`src/pkg/stl_pkg.sv`:
```
// Package with register map, field positions and shared types of the split timer.
package stl_pkg;

   // -----------------------------------------------------------------
   // Register map (byte addresses, one word each)
   // -----------------------------------------------------------------
   localparam logic [7:0] ADDR_CTRL = 8'h00;
   localparam logic [7:0] ADDR_CLKSEL = 8'h04;
   localparam logic [7:0] ADDR_RELOAD = 8'h08;
   localparam logic [7:0] ADDR_COUNT = 8'h0c;
   localparam logic [7:0] ADDR_STATUS = 8'h10;
   localparam logic [7:0] ADDR_MASK = 8'h14;

   // -----------------------------------------------------------------
   // Field positions
   // -----------------------------------------------------------------
   localparam int CTRL_RUN = 0;
   localparam int CTRL_SPLIT = 1;
   localparam int CTRL_XCLK = 2;
   localparam int CTRL_LOWIRQ = 3;
   localparam int CTRL_CAPEN = 4;
   localparam int CTRL_TIE = 5;
   localparam int CLK_FASTL = 0;
   localparam int CLK_FASTH = 1;
   localparam int ST_HIGH = 0;
   localparam int ST_LOW = 1;
   localparam int ST_CAP = 2;
   localparam int ST_W = 3;

   // -----------------------------------------------------------------
   // Timing and reset values
   // -----------------------------------------------------------------
   localparam int SYS_DIV = 12;
   localparam int EXT_DIV = 8;
   localparam logic [7:0] BYTE_MAX = 8'hff;
   localparam logic [15:0] WORD_MAX = 16'hffff;
   localparam logic [7:0] BYTE_ZERO = 8'h00;
   localparam logic [ST_W-1:0] ST_ZERO = 3'h0;

   // -----------------------------------------------------------------
   // Types
   // -----------------------------------------------------------------
   typedef struct packed {
      logic tie;
      logic capen;
      logic lowirq;
      logic xclk;
      logic split;
      logic run;
   } stl_ctrl_t;

   typedef struct packed {
      logic [7:0] hi;
      logic [7:0] lo;
   } stl_word_t;

   typedef enum logic [1:0] {
      BUS_IDLE,
      BUS_ACK
   } stl_bus_t;

endpackage

```
`src/rtl/stl_edge_sync.sv`:
```
// Three-stage pin synchroniser with agreeing-stage edge detection.
`timescale 1ns/1ns
module stl_edge_sync (
   // Clock and reset
   input wire logic clk_i,
   input wire logic rst_i,
   // Pin side
   input wire logic pin_i,
   // Synchronised side
   output logic level_o,
   output logic rise_o,
   output logic fall_o
);

   logic s1_q;
   logic s2_q;
   logic s3_q;

   // The first stage is read only by the second stage.
   always_ff @(posedge clk_i) begin
      if (rst_i) begin
         s1_q <= 1'b0;
         s2_q <= 1'b0;
         s3_q <= 1'b0;
      end else begin
         s1_q <= pin_i;
         s2_q <= s1_q;
         s3_q <= s2_q;
      end
   end

   // A change counts once the second and third stages agree.
   always_ff @(posedge clk_i) begin
      if (rst_i) begin
         level_o <= 1'b0;
         rise_o <= 1'b0;
         fall_o <= 1'b0;
      end else begin
         rise_o <= s2_q & s3_q & ~level_o;
         fall_o <= ~s2_q & ~s3_q & level_o;
         if (s2_q == s3_q) begin
            level_o <= s3_q;
         end
      end
   end

endmodule

```
`src/rtl/stl_timer.sv`:
```
// Split or 16-bit timer with LOW_FREQUENCY_OSCILLATOR falling-edge capture and Wishbone registers.
//
// Added by the designer: register access over Wishbone and the placing of the registers.
`timescale 1ns/1ns
// Operation
// - Split mode runs two 8-bit auto-reload counters.
// - Each half reloads from its own reload byte.
// - Run bit gates high half only in split.
// - High clock: fast, system_clock/12 or ext/8.
// - Low clock: fast, system_clock/12 or ext/8.
// - High wrap sets high overflow flag.
// - Low wrap sets low overflow flag.
// - Timer interrupt on high overflow by default.
// - Low irq enable adds low overflow interrupt.
// - Flags stay set until software clears.
// - Capture enable selects LOW_FREQUENCY_OSCILLATOR falling-edge capture.
// - Non-split counts up 16 bits, wraps.
// - Capture copies count into reload registers in 16-bit mode only.
// - Capture event raises interrupt when enabled.
module stl_timer (
   // Clock and reset
   input wire logic clk_i,
   input wire logic rst_i,
   // Wishbone slave
   input wire logic wb_cyc_i,
   input wire logic wb_stb_i,
   input wire logic wb_we_i,
   input wire logic [7:0] wb_adr_i,
   input wire logic [3:0] wb_sel_i,
   input wire logic [31:0] wb_dat_i,
   output logic [31:0] wb_dat_o,
   output logic wb_ack_o,
   // Pins
   input wire logic ext_clk_i,
   input wire logic lfo_i,
   // Interrupt
   output logic irq_o
);
   import stl_pkg::*;

   // -----------------------------------------------------------------
   // Registers
   // -----------------------------------------------------------------
   stl_ctrl_t ctrl_q;
   logic fast_lo_q;
   logic fast_hi_q;
   stl_word_t reload_q;
   stl_word_t count_q;
   logic [ST_W-1:0] status_q;
   logic [ST_W-1:0] mask_q;
   stl_bus_t bus_q;
   logic [3:0] sys_div_q;
   logic sys_tick_q;
   logic [2:0] ext_div_q;
   logic ext_tick_q;

   logic ext_rise;
   logic lfo_fall;
   logic wr_en;
   logic rd_sel;
   logic slow_tick;
   logic tick_lo;
   logic tick_hi;
   logic ovf_lo;
   logic ovf_hi;
   logic cap_ev;
   logic [ST_W-1:0] ev_set;
   logic [ST_W-1:0] irq_src;

   // -----------------------------------------------------------------
   // Pin synchronisers
   // -----------------------------------------------------------------
   stl_edge_sync u_ext_sync (
      .clk_i(clk_i),
      .rst_i(rst_i),
      .pin_i(ext_clk_i),
      .level_o(),
      .rise_o(ext_rise),
      .fall_o()
   );

   stl_edge_sync u_lfo_sync (
      .clk_i(clk_i),
      .rst_i(rst_i),
      .pin_i(lfo_i),
      .level_o(),
      .rise_o(),
      .fall_o(lfo_fall)
   );

   // -----------------------------------------------------------------
   // Prescalers
   // -----------------------------------------------------------------
   always_ff @(posedge clk_i) begin
      if (rst_i) begin
         sys_div_q <= 4'h0;
         sys_tick_q <= 1'b0;
      end else if (sys_div_q == 4'(SYS_DIV - 1)) begin
         sys_div_q <= 4'h0;
         sys_tick_q <= 1'b1;
      end else begin
         sys_div_q <= sys_div_q + 4'h1;
         sys_tick_q <= 1'b0;
      end
   end

   // The external clock is sampled, so it must stay well below clk_i / 4.
   always_ff @(posedge clk_i) begin
      if (rst_i) begin
         ext_div_q <= 3'h0;
         ext_tick_q <= 1'b0;
      end else begin
         ext_tick_q <= ext_rise && (ext_div_q == 3'(EXT_DIV - 1));
         if (ext_rise) begin
            ext_div_q <= ext_div_q + 3'h1;
         end
      end
   end

   assign slow_tick = ctrl_q.xclk ? ext_tick_q : sys_tick_q;
   assign tick_hi = (fast_hi_q | slow_tick) & (ctrl_q.run | ~ctrl_q.split);
   assign tick_lo = fast_lo_q | slow_tick;

   // -----------------------------------------------------------------
   // Counter
   // -----------------------------------------------------------------
   assign ovf_lo = ctrl_q.split & tick_lo & (count_q.lo == BYTE_MAX);
   assign ovf_hi = ctrl_q.split ? (tick_hi & (count_q.hi == BYTE_MAX))
                                : (tick_hi & (count_q == WORD_MAX));
   assign cap_ev = ctrl_q.capen & lfo_fall;

   always_ff @(posedge clk_i) begin
      if (rst_i) begin
         count_q <= '0;
      end else if (wr_en && wb_adr_i == ADDR_COUNT) begin
         if (wb_sel_i[0]) begin
            count_q.lo <= wb_dat_i[7:0];
         end
         if (wb_sel_i[1]) begin
            count_q.hi <= wb_dat_i[15:8];
         end
      end else if (ctrl_q.split) begin
         if (ovf_lo) begin
            count_q.lo <= reload_q.lo;
         end else if (tick_lo) begin
            count_q.lo <= count_q.lo + 8'h01;
         end
         if (ovf_hi) begin
            count_q.hi <= reload_q.hi;
         end else if (tick_hi) begin
            count_q.hi <= count_q.hi + 8'h01;
         end
      end else if (tick_hi) begin
         count_q <= count_q + 16'h0001;
      end
   end

   always_ff @(posedge clk_i) begin
      if (rst_i) begin
         reload_q <= '0;
      end else if (cap_ev && !ctrl_q.split) begin
         reload_q <= count_q;
      end else if (wr_en && wb_adr_i == ADDR_RELOAD) begin
         if (wb_sel_i[0]) begin
            reload_q.lo <= wb_dat_i[7:0];
         end
         if (wb_sel_i[1]) begin
            reload_q.hi <= wb_dat_i[15:8];
         end
      end
   end

   // -----------------------------------------------------------------
   // Flags and interrupt
   // -----------------------------------------------------------------
   always_comb begin
      ev_set = ST_ZERO;
      ev_set[ST_HIGH] = ovf_hi;
      ev_set[ST_LOW] = ovf_lo;
      ev_set[ST_CAP] = cap_ev & ~ctrl_q.split;
   end

   // Set wins over a write-one clear in the same cycle.
   always_ff @(posedge clk_i) begin
      if (rst_i) begin
         status_q <= ST_ZERO;
      end else if (wr_en && wb_adr_i == ADDR_STATUS && wb_sel_i[0]) begin
         status_q <= (status_q & ~wb_dat_i[ST_W-1:0]) | ev_set;
      end else begin
         status_q <= status_q | ev_set;
      end
   end

   always_comb begin
      irq_src = status_q & mask_q;
      irq_src[ST_LOW] = irq_src[ST_LOW] & ctrl_q.lowirq;
   end

   always_ff @(posedge clk_i) begin
      if (rst_i) begin
         irq_o <= 1'b0;
      end else begin
         irq_o <= ctrl_q.tie & (|irq_src);
      end
   end

   // -----------------------------------------------------------------
   // Wishbone slave
   // -----------------------------------------------------------------
   assign wr_en = wb_cyc_i & wb_stb_i & wb_we_i & (bus_q == BUS_IDLE);
   assign rd_sel = wb_cyc_i & wb_stb_i & ~wb_we_i & (bus_q == BUS_IDLE);

   always_ff @(posedge clk_i) begin
      if (rst_i) begin
         bus_q <= BUS_IDLE;
         wb_ack_o <= 1'b0;
      end else begin
         unique case (bus_q)
            BUS_IDLE: begin
               if (wb_cyc_i && wb_stb_i) begin
                  bus_q <= BUS_ACK;
                  wb_ack_o <= 1'b1;
               end
            end
            BUS_ACK: begin
               bus_q <= BUS_IDLE;
               wb_ack_o <= 1'b0;
            end
         endcase
      end
   end

   always_ff @(posedge clk_i) begin
      if (rst_i) begin
         ctrl_q <= '0;
         fast_lo_q <= 1'b0;
         fast_hi_q <= 1'b0;
         mask_q <= ST_ZERO;
      end else if (wr_en && wb_sel_i[0]) begin
         if (wb_adr_i == ADDR_CTRL) begin
            ctrl_q <= stl_ctrl_t'(wb_dat_i[CTRL_TIE:0]);
         end
         if (wb_adr_i == ADDR_CLKSEL) begin
            fast_lo_q <= wb_dat_i[CLK_FASTL];
            fast_hi_q <= wb_dat_i[CLK_FASTH];
         end
         if (wb_adr_i == ADDR_MASK) begin
            mask_q <= wb_dat_i[ST_W-1:0];
         end
      end
   end

   // Unmapped addresses answer with zero data and a normal ack.
   always_ff @(posedge clk_i) begin
      if (rst_i) begin
         wb_dat_o <= '0;
      end else if (rd_sel) begin
         wb_dat_o <= '0;
         unique case (wb_adr_i)
            ADDR_CTRL: wb_dat_o[CTRL_TIE:0] <= ctrl_q;
            ADDR_CLKSEL: wb_dat_o[CLK_FASTH:0] <= {fast_hi_q, fast_lo_q};
            ADDR_RELOAD: wb_dat_o[15:0] <= reload_q;
            ADDR_COUNT: wb_dat_o[15:0] <= count_q;
            ADDR_STATUS: wb_dat_o[ST_W-1:0] <= status_q;
            ADDR_MASK: wb_dat_o[ST_W-1:0] <= mask_q;
            default: wb_dat_o <= '0;
         endcase
      end
   end
endmodule

```
`config.mk`:
```
export PLATFORM = sky130hd
export DESIGN_NAME = stl_timer
export DESIGN_NICKNAME = d
export VERILOG_FILES = /design/src/pkg/stl_pkg.sv /design/src/rtl/stl_edge_sync.sv /design/src/rtl/stl_timer.sv
export SDC_FILE = /design/constraint.sdc
export NUM_CORES = 1
export LEC_CHECK = 0
export ABC_AREA = 1
export BUFFER_PORTS_ARGS = -buffer_cell sky130_fd_sc_hd__buf_2
export CAP_MARGIN = 20
export CORE_AREA = 2 2 120 76
export CTS_CLUSTER_SIZE = 28
export DETAILED_ROUTE_END_ITERATION = 8
export DIE_AREA = 0 0 122 78
export PLACE_DENSITY = 0.79
export SLEW_MARGIN = 20
export SYNTH_ARGS = -nofsm -noshare
export SYNTH_HDL_FRONTEND = slang
export SYNTH_SLANG_ARGS = --single-unit
```
`constraint.sdc`:
```
create_clock -name clk_i -period 2.1 [get_ports clk_i]
set_clock_uncertainty 0.05 [all_clocks]
set_input_delay 0.42 -clock clk_i [delete_from_list [all_inputs] [get_ports clk_i]]
set_output_delay 0.42 -clock clk_i [all_outputs]
set_load 0.1 [all_outputs]
```
## After elaboration in Yosys (flattened, before gate mapping)

Index checks and enable logic that the tools add are counted.

| storage, ports and cells | value |
|---|---|
| register bits | 85 |
| latch bits | 0 |
| bits in writable memories | 0 |
| memory bits (read-only) | 0 |
| word-level logic and storage cells | 133 |
| memories | 0 |

| operators by class | value |
|---|---|
| add/subtract/negate cells | 5 |
| multiply operators | 0 |
| divide/modulo/power cells | 0 |
| order comparisons | 0 |
| equality and inequality tests | 17 |
| shift-type cells | 0 |
| multiplexer cells | 23 |
| bitwise gates (word level) | 31 |
| reductions and logical operators | 25 |

Operators with widths:

| operator | count |
|---|---|
| 16-bit two-way mux | 5 |
| 8-bit two-way mux | 6 |
| 10-bit one-hot mux with 2 select lines | 1 |
| 1-bit bitwise AND | 18 |
| 16-bit by 1-bit adder with 16-bit output (second input constant) | 1 |
| 8-bit by 1-bit adder with 8-bit output (second input constant) | 2 |
| 16-bit == test (second input constant) | 1 |
| 8-bit by 4-bit == test with 1-bit output (second input constant) | 2 |
| 8-bit by 5-bit == test with 1-bit output (second input constant) | 2 |
| 8-bit == test (second input constant) | 2 |
| 2-bit one-hot mux with 6 select lines | 1 |
| 2-bit AND reduction | 5 |
| 3-bit one-hot mux with 3 select lines | 1 |
| 8-bit by 3-bit == test with 1-bit output (second input constant) | 1 |
| 1-bit logical AND | 8 |
| 8-bit logical NOT | 1 |
| 3-bit bitwise AND | 2 |
| 3-bit OR | 2 |
| 3-bit AND reduction | 2 |
| 2-bit nonzero test | 3 |
| 3-bit nonzero test | 2 |
| 1-bit inverter | 5 |
| 1-bit one-hot mux with 5 select lines | 1 |
| 4-bit by 1-bit adder with 4-bit output (second input constant) | 1 |
| 19 further kinds | 26 |

## Logic depth before layout (Yosys ltp)

Gate-level depths: netlist of the first run.

| depth | value |
|---|---|
| word-level depth | 8 |
| depth in mapped cells | 13 |

## Modules after synthesis

Synthesis of the first run repeated with hierarchy kept, for this count alone.

| second synthesis, totals | value |
|---|---|
| cells, all modules | 682 |
| area, all modules | 4643.2 µm² |

By module, submodules not included:

| module | times used | cells an instance | area each (µm²) | seq. area each (µm²) |
|---|---|---|---|---|
| stl_timer | 1 | 632 | 4225.3 | 1461.4 |
| stl_edge_sync | 2 | 25 | 209.0 | 120.1 |

## Worst setup path after synthesis of the first run

Ideal clock, no wire load.

| timing path | value |
|---|---|
| kind | reg2reg |
| from | reg, netlist name wb_ack_o |
| to | reg count_q[7] in the netlist's numbering |
| setup time | 0.122 ns |
| arrival | 1.893 ns |
| data required time | 1.928 ns |
| setup slack | 0.035 ns |
| stages on the path, launching flop included | 11 |
| buffers on the path | 1 |
| clock period less this slack | 2.065 ns |
| cells stage by stage | dfxtp_1 -> nor2_1 -> nand2_1 -> inv_1 -> nand2_4 -> nand3_1 -> nand2_2 -> inv_2 -> buf_6 -> o21ai_1 -> a21oi_1 |

RTL lines:

| what | line | text |
|---|---|---|
| end signal: assignment | stl_timer.sv:154 | `count_q <= count_q + 16'h0001;` |
| end: declaration | stl_timer.sv:48 | `stl_word_t count_q;` |

## Worst setup path in the final report of the first run

| timing path | value |
|---|---|
| from | reg count_q[0] in the netlist's numbering |
| to | reg count_q[5] in the netlist's numbering |

| between the ends | value |
|---|---|
| cells in the longest elaborated chain, start to end | 5 |

RTL lines:

| what | line | text |
|---|---|---|
| 8-bit by 1-bit adder with 8-bit output or 8-bit == test (tied branches) | stl_timer.sv:146, stl_timer.sv:127 |  |
| 8-bit two-way mux or 1-bit bitwise AND (tied branches) | stl_timer.sv:145, stl_timer.sv:127 |  |
| 8-bit two-way mux | stl_timer.sv:143 | `if (ovf_lo) begin` |
| 16-bit two-way mux | stl_timer.sv:142 | `end else if (ctrl_q.split) begin` |
| 16-bit two-way mux | stl_timer.sv:135 | `end else if (wr_en && wb_adr_i == ADDR_COUNT) begin` |

Parallel ways exist; a longest one is shown, timed or not. The select of a mux whose other input is x is not followed.
A chain may end at the register's enable or synchronous reset.

==> results by group, run 1 <==
Status
  • Status: complete, no violations

Clocking
  • Latest clock arrival within the worst-skew pair: between 0.3 and 0.4 ns
  • CTS clk-pin slew, worst paths: around 0.06 ns
  • H-tree lvl count: 3
  • Maximum clock path buffer count: 2
  • TritonCTS Buffers: 9
  • Hold_buf cts: 0
  • TritonCTS clock tree: yes
  • Postcts setup bufs: 0
  • Gates resized, CTS repair: 0
  • CTS sink cnt: 83
  • Root Buffer: clkbuf_16

Floorplan
  • Io pins: between 80 and 90
  • Core footprint: roughly 8300 sq um
  • Die area: 9520 sq um
  • Initial Util: between 50% and 60%
  • Vert. Die Dim: ~78 microns
  • Rows: 26
  • Die W: 122 microns

Synth
  • Post-synthesis register bit count: 83
  • Seq/Total Area, Yosys: ~36%
  • Post-synth EDFFs: 0
  • Synth cell types: 39
  • Largest cells by area after synthesis: dfxtp_1 36%, nand2_1 15%, nor2_1 7.1%, o21ai_0 5.6%, inv_1 5.5%
  • Ys async rst share: 0%
  • Dominant synthesized flop cell: dfxtp_1
  • Synth warn: 0
  • Mapped Area: 4590 sq um
  • Synthesized area per cell: 6.67 sq um
  • Commonest cells in the netlist: 180 x nand2_1, 87 x nor2_1, 83 x dfxtp_1, 67 x inv_1, 51 x o21ai_0
  • Post-Syn Instances: 688
  • Area leader, netlist: dfxtp_1
  • Count leader, synth: nand2_1
  • Yosys top cell area share: 36.2%

STA
  • F_max: 530 MHz
  • RSZ-0062 raised after global routing: no
  • Min Tclk post-route: approximately 1.9 ns
  • Setup WS post-layout: between 0.2 and 0.25 ns
  • Final hold vios: 0
  • Slew HR: 63.8%
  • Final slew viol count: 0
  • Final setup fails: 0
  • Setup TNS: 0 ns
  • Slew @ Worst Pin: roughly 0.54 ns
  • Worst hold margin: about 0.23 ns
  • Crit share post-route: 89.8%

Power
  • Power density cells: 692 nW/um^2
  • Leak: between 2 and 2.5 nW
  • Worst vdd ir: approximately 380 uV

Route
  • Top sig layer: met5
  • Final wirelength: around 14000 microns
  • ANT nets after route: 0
  • Met3 wire len: 1990 microns
  • Wl on met1: just over 6000 microns
  • Via/cell ratio: around 5.6
  • DR WL met2: 5290 microns
  • Pre-antenna DRT Iters: 6
  • DRC viols: 0
  • WL/cell: between 15 and 20 microns
  • DRT iter0 DRCs: 607
  • Via Count: between 4000 and 5000

Worst setup path
  • CP startpoint kind: register
  • Worst reg-to-reg path cell count: 10
  • Crit Reg-Reg Startpoint: count_q[0]
  • R2R Setup Slk: about 0.21 ns
  • WP data required: roughly 2.3 ns
  • WS Path Type: register to register
  • Crit path capture type: register
  • Crit Reg-Reg Endpoint: count_q[5]
  • Crit-path max FO: 6
  • Data arrival, critical path: roughly 2.1 ns

Worst hold path
  • Worst Hold Endpoint: u_lfo_sync.s1_q
  • Worst min-delay path startpoint: lfo_i
  • Type of the most critical hold path: input port to register
  • WHS Path Cells: 3

Finish
  • Area grow syn2layout: 14.8%
  • Final nets: between 800 and 900
  • Ant. Diodes: 0
  • Layout cell share with drive strength beyond 1: approximately 16%
  • Final design utilization: 63.5%

Placed design
  • Hpwl dp: 10100 microns
  • Place WS: 0.161 ns
  • I/O Buffers: 50
  • Gpl congestion: a little under 1

Global route
  • GRT Total Usage: 30.0%
  • Initial antenna violation count: 1
  • First-pass GRT wire length: ~22000 microns
  • Pin count of the biggest net entering global routing: 40
  • Vias in the first global route: around 4300
  • Gr ovfl total: 0

Run
  • Max-cap violation count: 0
## state kept, by name (all words and copies together) (netlist names), 3 cells and up
name	cells
count_q	16
reload_q	16
wb_dat_o	16
ctrl_q	6
sys_div_q	4
ext_div_q	3
mask_q	3
status_q	3
## layout by cell type (no fill, tap or decap), types with 6 or more instances in the layout
cell type  synthesis  routed
nor2_2             6       6
dfxtp_1           83      83
nand4_1            8       8
clkbuf_16          0       9
a31oi_1           16      16
o21ai_0           51      51
nand2_1          180     180
o21ai_1            7       7
conb_1             1      16
ha_1               7       7
o221ai_1          11      11
a21oi_1           45      45
nor2_1            87      87
nand3_1           33      33
buf_2              9      50
buf_4             17      27
inv_1             67      67
## critical path: stages, from the launching register on
cell,delay [ns]
dfxtp_1,0.34
ha_1,0.24
nand2_1,0.13
nor2_4,0.16
nand2_1,0.14
nor2_2,0.33
nand2_1,0.10
nand3_1,0.12
nand3_2,0.08
nand2_1,0.07
nor2_1,0.04
## worst max path at each step
stage / start / to / slack (ns) / cells after the start
after floorplan: wb_ack_o / count_q[7] / 0.04 / 10
after global placement: wb_adr_i[7] / count_q[0] / 0.18 / 11
after detailed placement: wb_adr_i[7] / count_q[6] / 0.16 / 11
after CTS: count_q[0] / count_q[5] / 0.27 / 10
after global routing: count_q[0] / count_q[1] / 0.13 / 10
final: count_q[0] / count_q[5] / 0.21 / 10
## routing by layer
metal | track usage (%) | up-vias
met5 | 0 | -
met4 | 8.97 | 2
met3 | 10.2 | 19
met2 | 40.1 | 314
met1 | 44.6 | 2189
li1 | - | 2326
## where the power goes
| group | total [mW] | leakage, nW | internal (mW) | switching [mW] |
|---|---|---|---|---|
| Combinational | 0.387 | 1.61 | 0.0675 | 0.319 |
| Sequential | 1.61 | 0.672 | 1.60 | 0.0122 |
| Clock | 1.65 | 0.145 | 1.03 | 0.620 |
## metrics by stage
| step | cell area, sq um | instances | power [mW] |
|---|---|---|---|
| after global routing | 5270 | 863 | 3.74 |
| after global placement | 4970 | 849 | 2.02 |
| final | 5270 | 863 | 3.64 |
| after CTS | 5270 | 863 | 3.66 |
| after floorplan | 4640 | 703 | 1.97 |
| after detailed placement | 4970 | 849 | 2.03 |
## cell families after synthesis
family / after synthesis / share of synthesized area, %
flip-flops: 83 / 36.2
other: 1 / 0.0817
buffers and inverters: 116 / 11.8
XOR/XNOR: 7 / 1.34
adder cells (fa/ha/maj): 7 / 1.91
AO/OA/AOI/OAI: 140 / 17.5
AND/OR/NAND/NOR: 334 / 31.1
## final cells by class
| cell class | count | area, sq um |
|---|---|---|
| timing repair buffer | 77 | 453 |
| inverter | 73 | 275 |
| fill | 768 | 3030 |
| multi-input combinational | 504 | 2440 |
| clock buffer | 11 | 233 |
| clock inverter | 3 | 65.1 |
| tap | 112 | 140 |
| sequential | 83 | 1660 |
(Power assumes the default switching activity.)
==> run 2, diff against run 1 <==
--- a/config.mk
+++ b/config.mk
@@ -8,11 +8,10 @@
 export ABC_AREA = 1
 export BUFFER_PORTS_ARGS = -buffer_cell sky130_fd_sc_hd__buf_2
 export CAP_MARGIN = 20
-export CORE_AREA = 2 2 120 76
+export CORE_AREA = 2 2 163 101
 export CTS_CLUSTER_SIZE = 28
 export DETAILED_ROUTE_END_ITERATION = 8
-export DIE_AREA = 0 0 122 78
-export PLACE_DENSITY = 0.79
+export DIE_AREA = 0 0 165 103
 export SLEW_MARGIN = 20
 export SYNTH_ARGS = -nofsm -noshare
 export SYNTH_HDL_FRONTEND = slang
==> run 2 against run 1 <==
Against the previous run: final cell count increased by 11%; first-iteration DRC count is 22% lower; hold slack got worse by 0.0077 ns; clock power is 6% lower; utilization is 29 points lower; global-route usage down 12 points; fmax shrank 3.5%; power decreased by 2.6%; critical endpoint is now count_q[15]; largest cell class unchanged; highest routed layer is now met4.
==> results by group, run 2 (same netlist as run 1, synthesis figures left out) <==
Status
  • Status: complete, no violations

Floorplan
  • Vert. Die Dim: around 100 microns
  • Io pins: 85
  • Initial Util: between 20% and 30%
  • Rows: 36
  • Die W: roughly 170 microns
  • Core footprint: 15700 sq um
  • Die area: about 17000 sq um

Route
  • DRT iter0 DRCs: 475
  • Final wirelength: 14500 microns
  • Pre-antenna DRT Iters: 5
  • Via/cell ratio: 4.83
  • Via Count: approximately 4600
  • ANT nets after route: 0
  • WL/cell: 15.2 microns
  • DRC viols: 0

Worst setup path
  • Slowest CP cell: dfxtp_1
  • WP data required: between 2 and 2.5 ns
  • Crit-path max FO: 8
  • CP Cell Sequence: ha_1 -> nand2_1 -> nor2_4 -> nand2_1 -> nand2_2 -> nand2_4 -> nand2_1 -> nand2_1 -> nand3_1 -> nand2_1 -> a21oi_1
  • CP startpoint kind: register
  • Worst reg-to-reg path cell count: 11
  • CP Buf/Inv Count: 0
  • Data arrival, critical path: about 2.1 ns
  • Crit Reg-Reg Endpoint: count_q[15]
  • CP max stage delay: around 0.32 ns
  • Crit path capture type: register
  • R2R Setup Slk: 0.14 ns
  • Crit Reg-Reg Startpoint: count_q[0]
  • CP most frequent cell: nand2_1
  • Delay-heaviest family, CP: simple AND/OR/NAND/NOR gates
  • WS Path Type: register to register

Clocking
  • CTS sink cnt: 83
  • Latest clock arrival within the worst-skew pair: between 0.3 and 0.4 ns
  • Hold_buf cts: 0
  • Maximum clock path buffer count: 2
  • Gates resized, CTS repair: 0
  • TritonCTS clock tree: yes
  • CTS clk-pin slew, worst paths: roughly 0.06 ns
  • TritonCTS Buffers: 9
  • Root Buffer: clkbuf_16
  • H-tree lvl count: 3
  • Postcts setup bufs: 0

Worst hold path
  • Worst min-delay path startpoint: ext_clk_i
  • WHS Path Cells: 3
  • Worst Hold Endpoint: u_ext_sync.s1_q
  • Type of the most critical hold path: input port to register

Global route
  • Gr ovfl total: 0
  • Pin count of the biggest net entering global routing: 40
  • Vias in the first global route: about 4200
  • First-pass GRT wire length: about 23000 microns
  • Initial antenna violation count: 0
  • GRT Total Usage: ~18%

Finish
  • Regs by FF count: count_q x16, reload_q x16, wb_dat_o x16
  • Area grow syn2layout: 17.2%
  • Ant. Diodes: 0
  • Most common cell after layout, fill and taps aside: nand2_1
  • Final design utilization: around 34%
  • Layout cell share with drive strength beyond 1: between 15 and 20%
  • Most frequent cells in the layout: 180 x nand2_1, 87 x nor2_1, 83 x dfxtp_1
  • Final nets: between 800 and 900

STA
  • Final slew viol count: 0
  • Setup TNS: 0 ns
  • Min Tclk post-route: 1.96 ns
  • Crit share post-route: between 90% and 100%
  • F_max: between 500 and 600 MHz
  • RSZ-0062 raised after global routing: no
  • Final hold vios: 0
  • Final setup fails: 0
  • Setup WS post-layout: roughly 0.14 ns

Placed design
  • Place WS: approximately 0.053 ns
  • Hpwl dp: around 11000 microns
  • Gpl congestion: ~0.9
  • I/O Buffers: 50

Power
  • Leak: 2.42 nW
  • Worst vdd ir: approximately 310 uV
  • Total power: ~3.6 mW
  • Power density cells: ~660 nW/um^2

Run
  • Max-cap violation count: 0
## run 2: area by class of cell
| cell class | count | area, sq um |
|---|---|---|
| timing repair buffer | 76 | 458 |
| fill | 1694 | 10300 |
| tap | 209 | 262 |
| multi-input combinational | 504 | 2440 |
| inverter | 73 | 275 |
| clock buffer | 9 | 225 |
| sequential | 83 | 1660 |
| clock inverter | 5 | 56.3 |
## run 2: worst max-delay path by stage
stage | slack (ns) | from | cells after the start | to
6_report | 0.14 | count_q[0] | 11 | count_q[15]
5_1_grt | 0.003 | count_q[0] | 11 | count_q[15]
4_1_cts | 0.17 | count_q[0] | 11 | count_q[15]
3_5_place_dp | 0.05 | wb_adr_i[7] | 10 | count_q[8]
3_3_place_gp | 0.06 | wb_adr_i[7] | 10 | count_q[8]
2_1_floorplan | 0.04 | wb_ack_o | 10 | count_q[7]
## run 2: per-stage QoR
step	cell area [sq um]	hold slack (ns)	cells
2_1_floorplan	4640	0.338	703
3_3_place_gp	5100	0.340	945
3_5_place_dp	5100	0.345	945
4_1_cts	5380	0.216	959
5_1_grt	5380	0.225	959
6_report	5380	0.224	959
## run 2: worst register-to-register path, stage by stage, from the launching register on
cell and delay, ns:
dfxtp_1 0.32, ha_1 0.22, nand2_1 0.13, nor2_4 0.06, nand2_1 0.23, nand2_2 0.15
nand2_4 0.17, nand2_1 0.07, nand2_1 0.08, nand3_1 0.17, nand2_1 0.11, a21oi_1 0.06
## run 2: per-layer routing
metal  part of all wire [%]  track usage (%)  vias to the layer above
met4                    1.0             4.28                        0
met2                     38             23.7                      184
met3                     10             4.79                       14
met5                      0                0                        -
li1                       -                -                     2320
met1                     51             28.0                     2110
## run 2: power breakdown
part	total (mW)	leakage (nW)	internal, mW	switching [mW]
Combinational	0.392	1.61	0.0674	0.325
Clock	1.55	0.137	0.905	0.642
Sequential	1.61	0.672	1.60	0.0126
Total	3.55	2.42	2.57	0.979
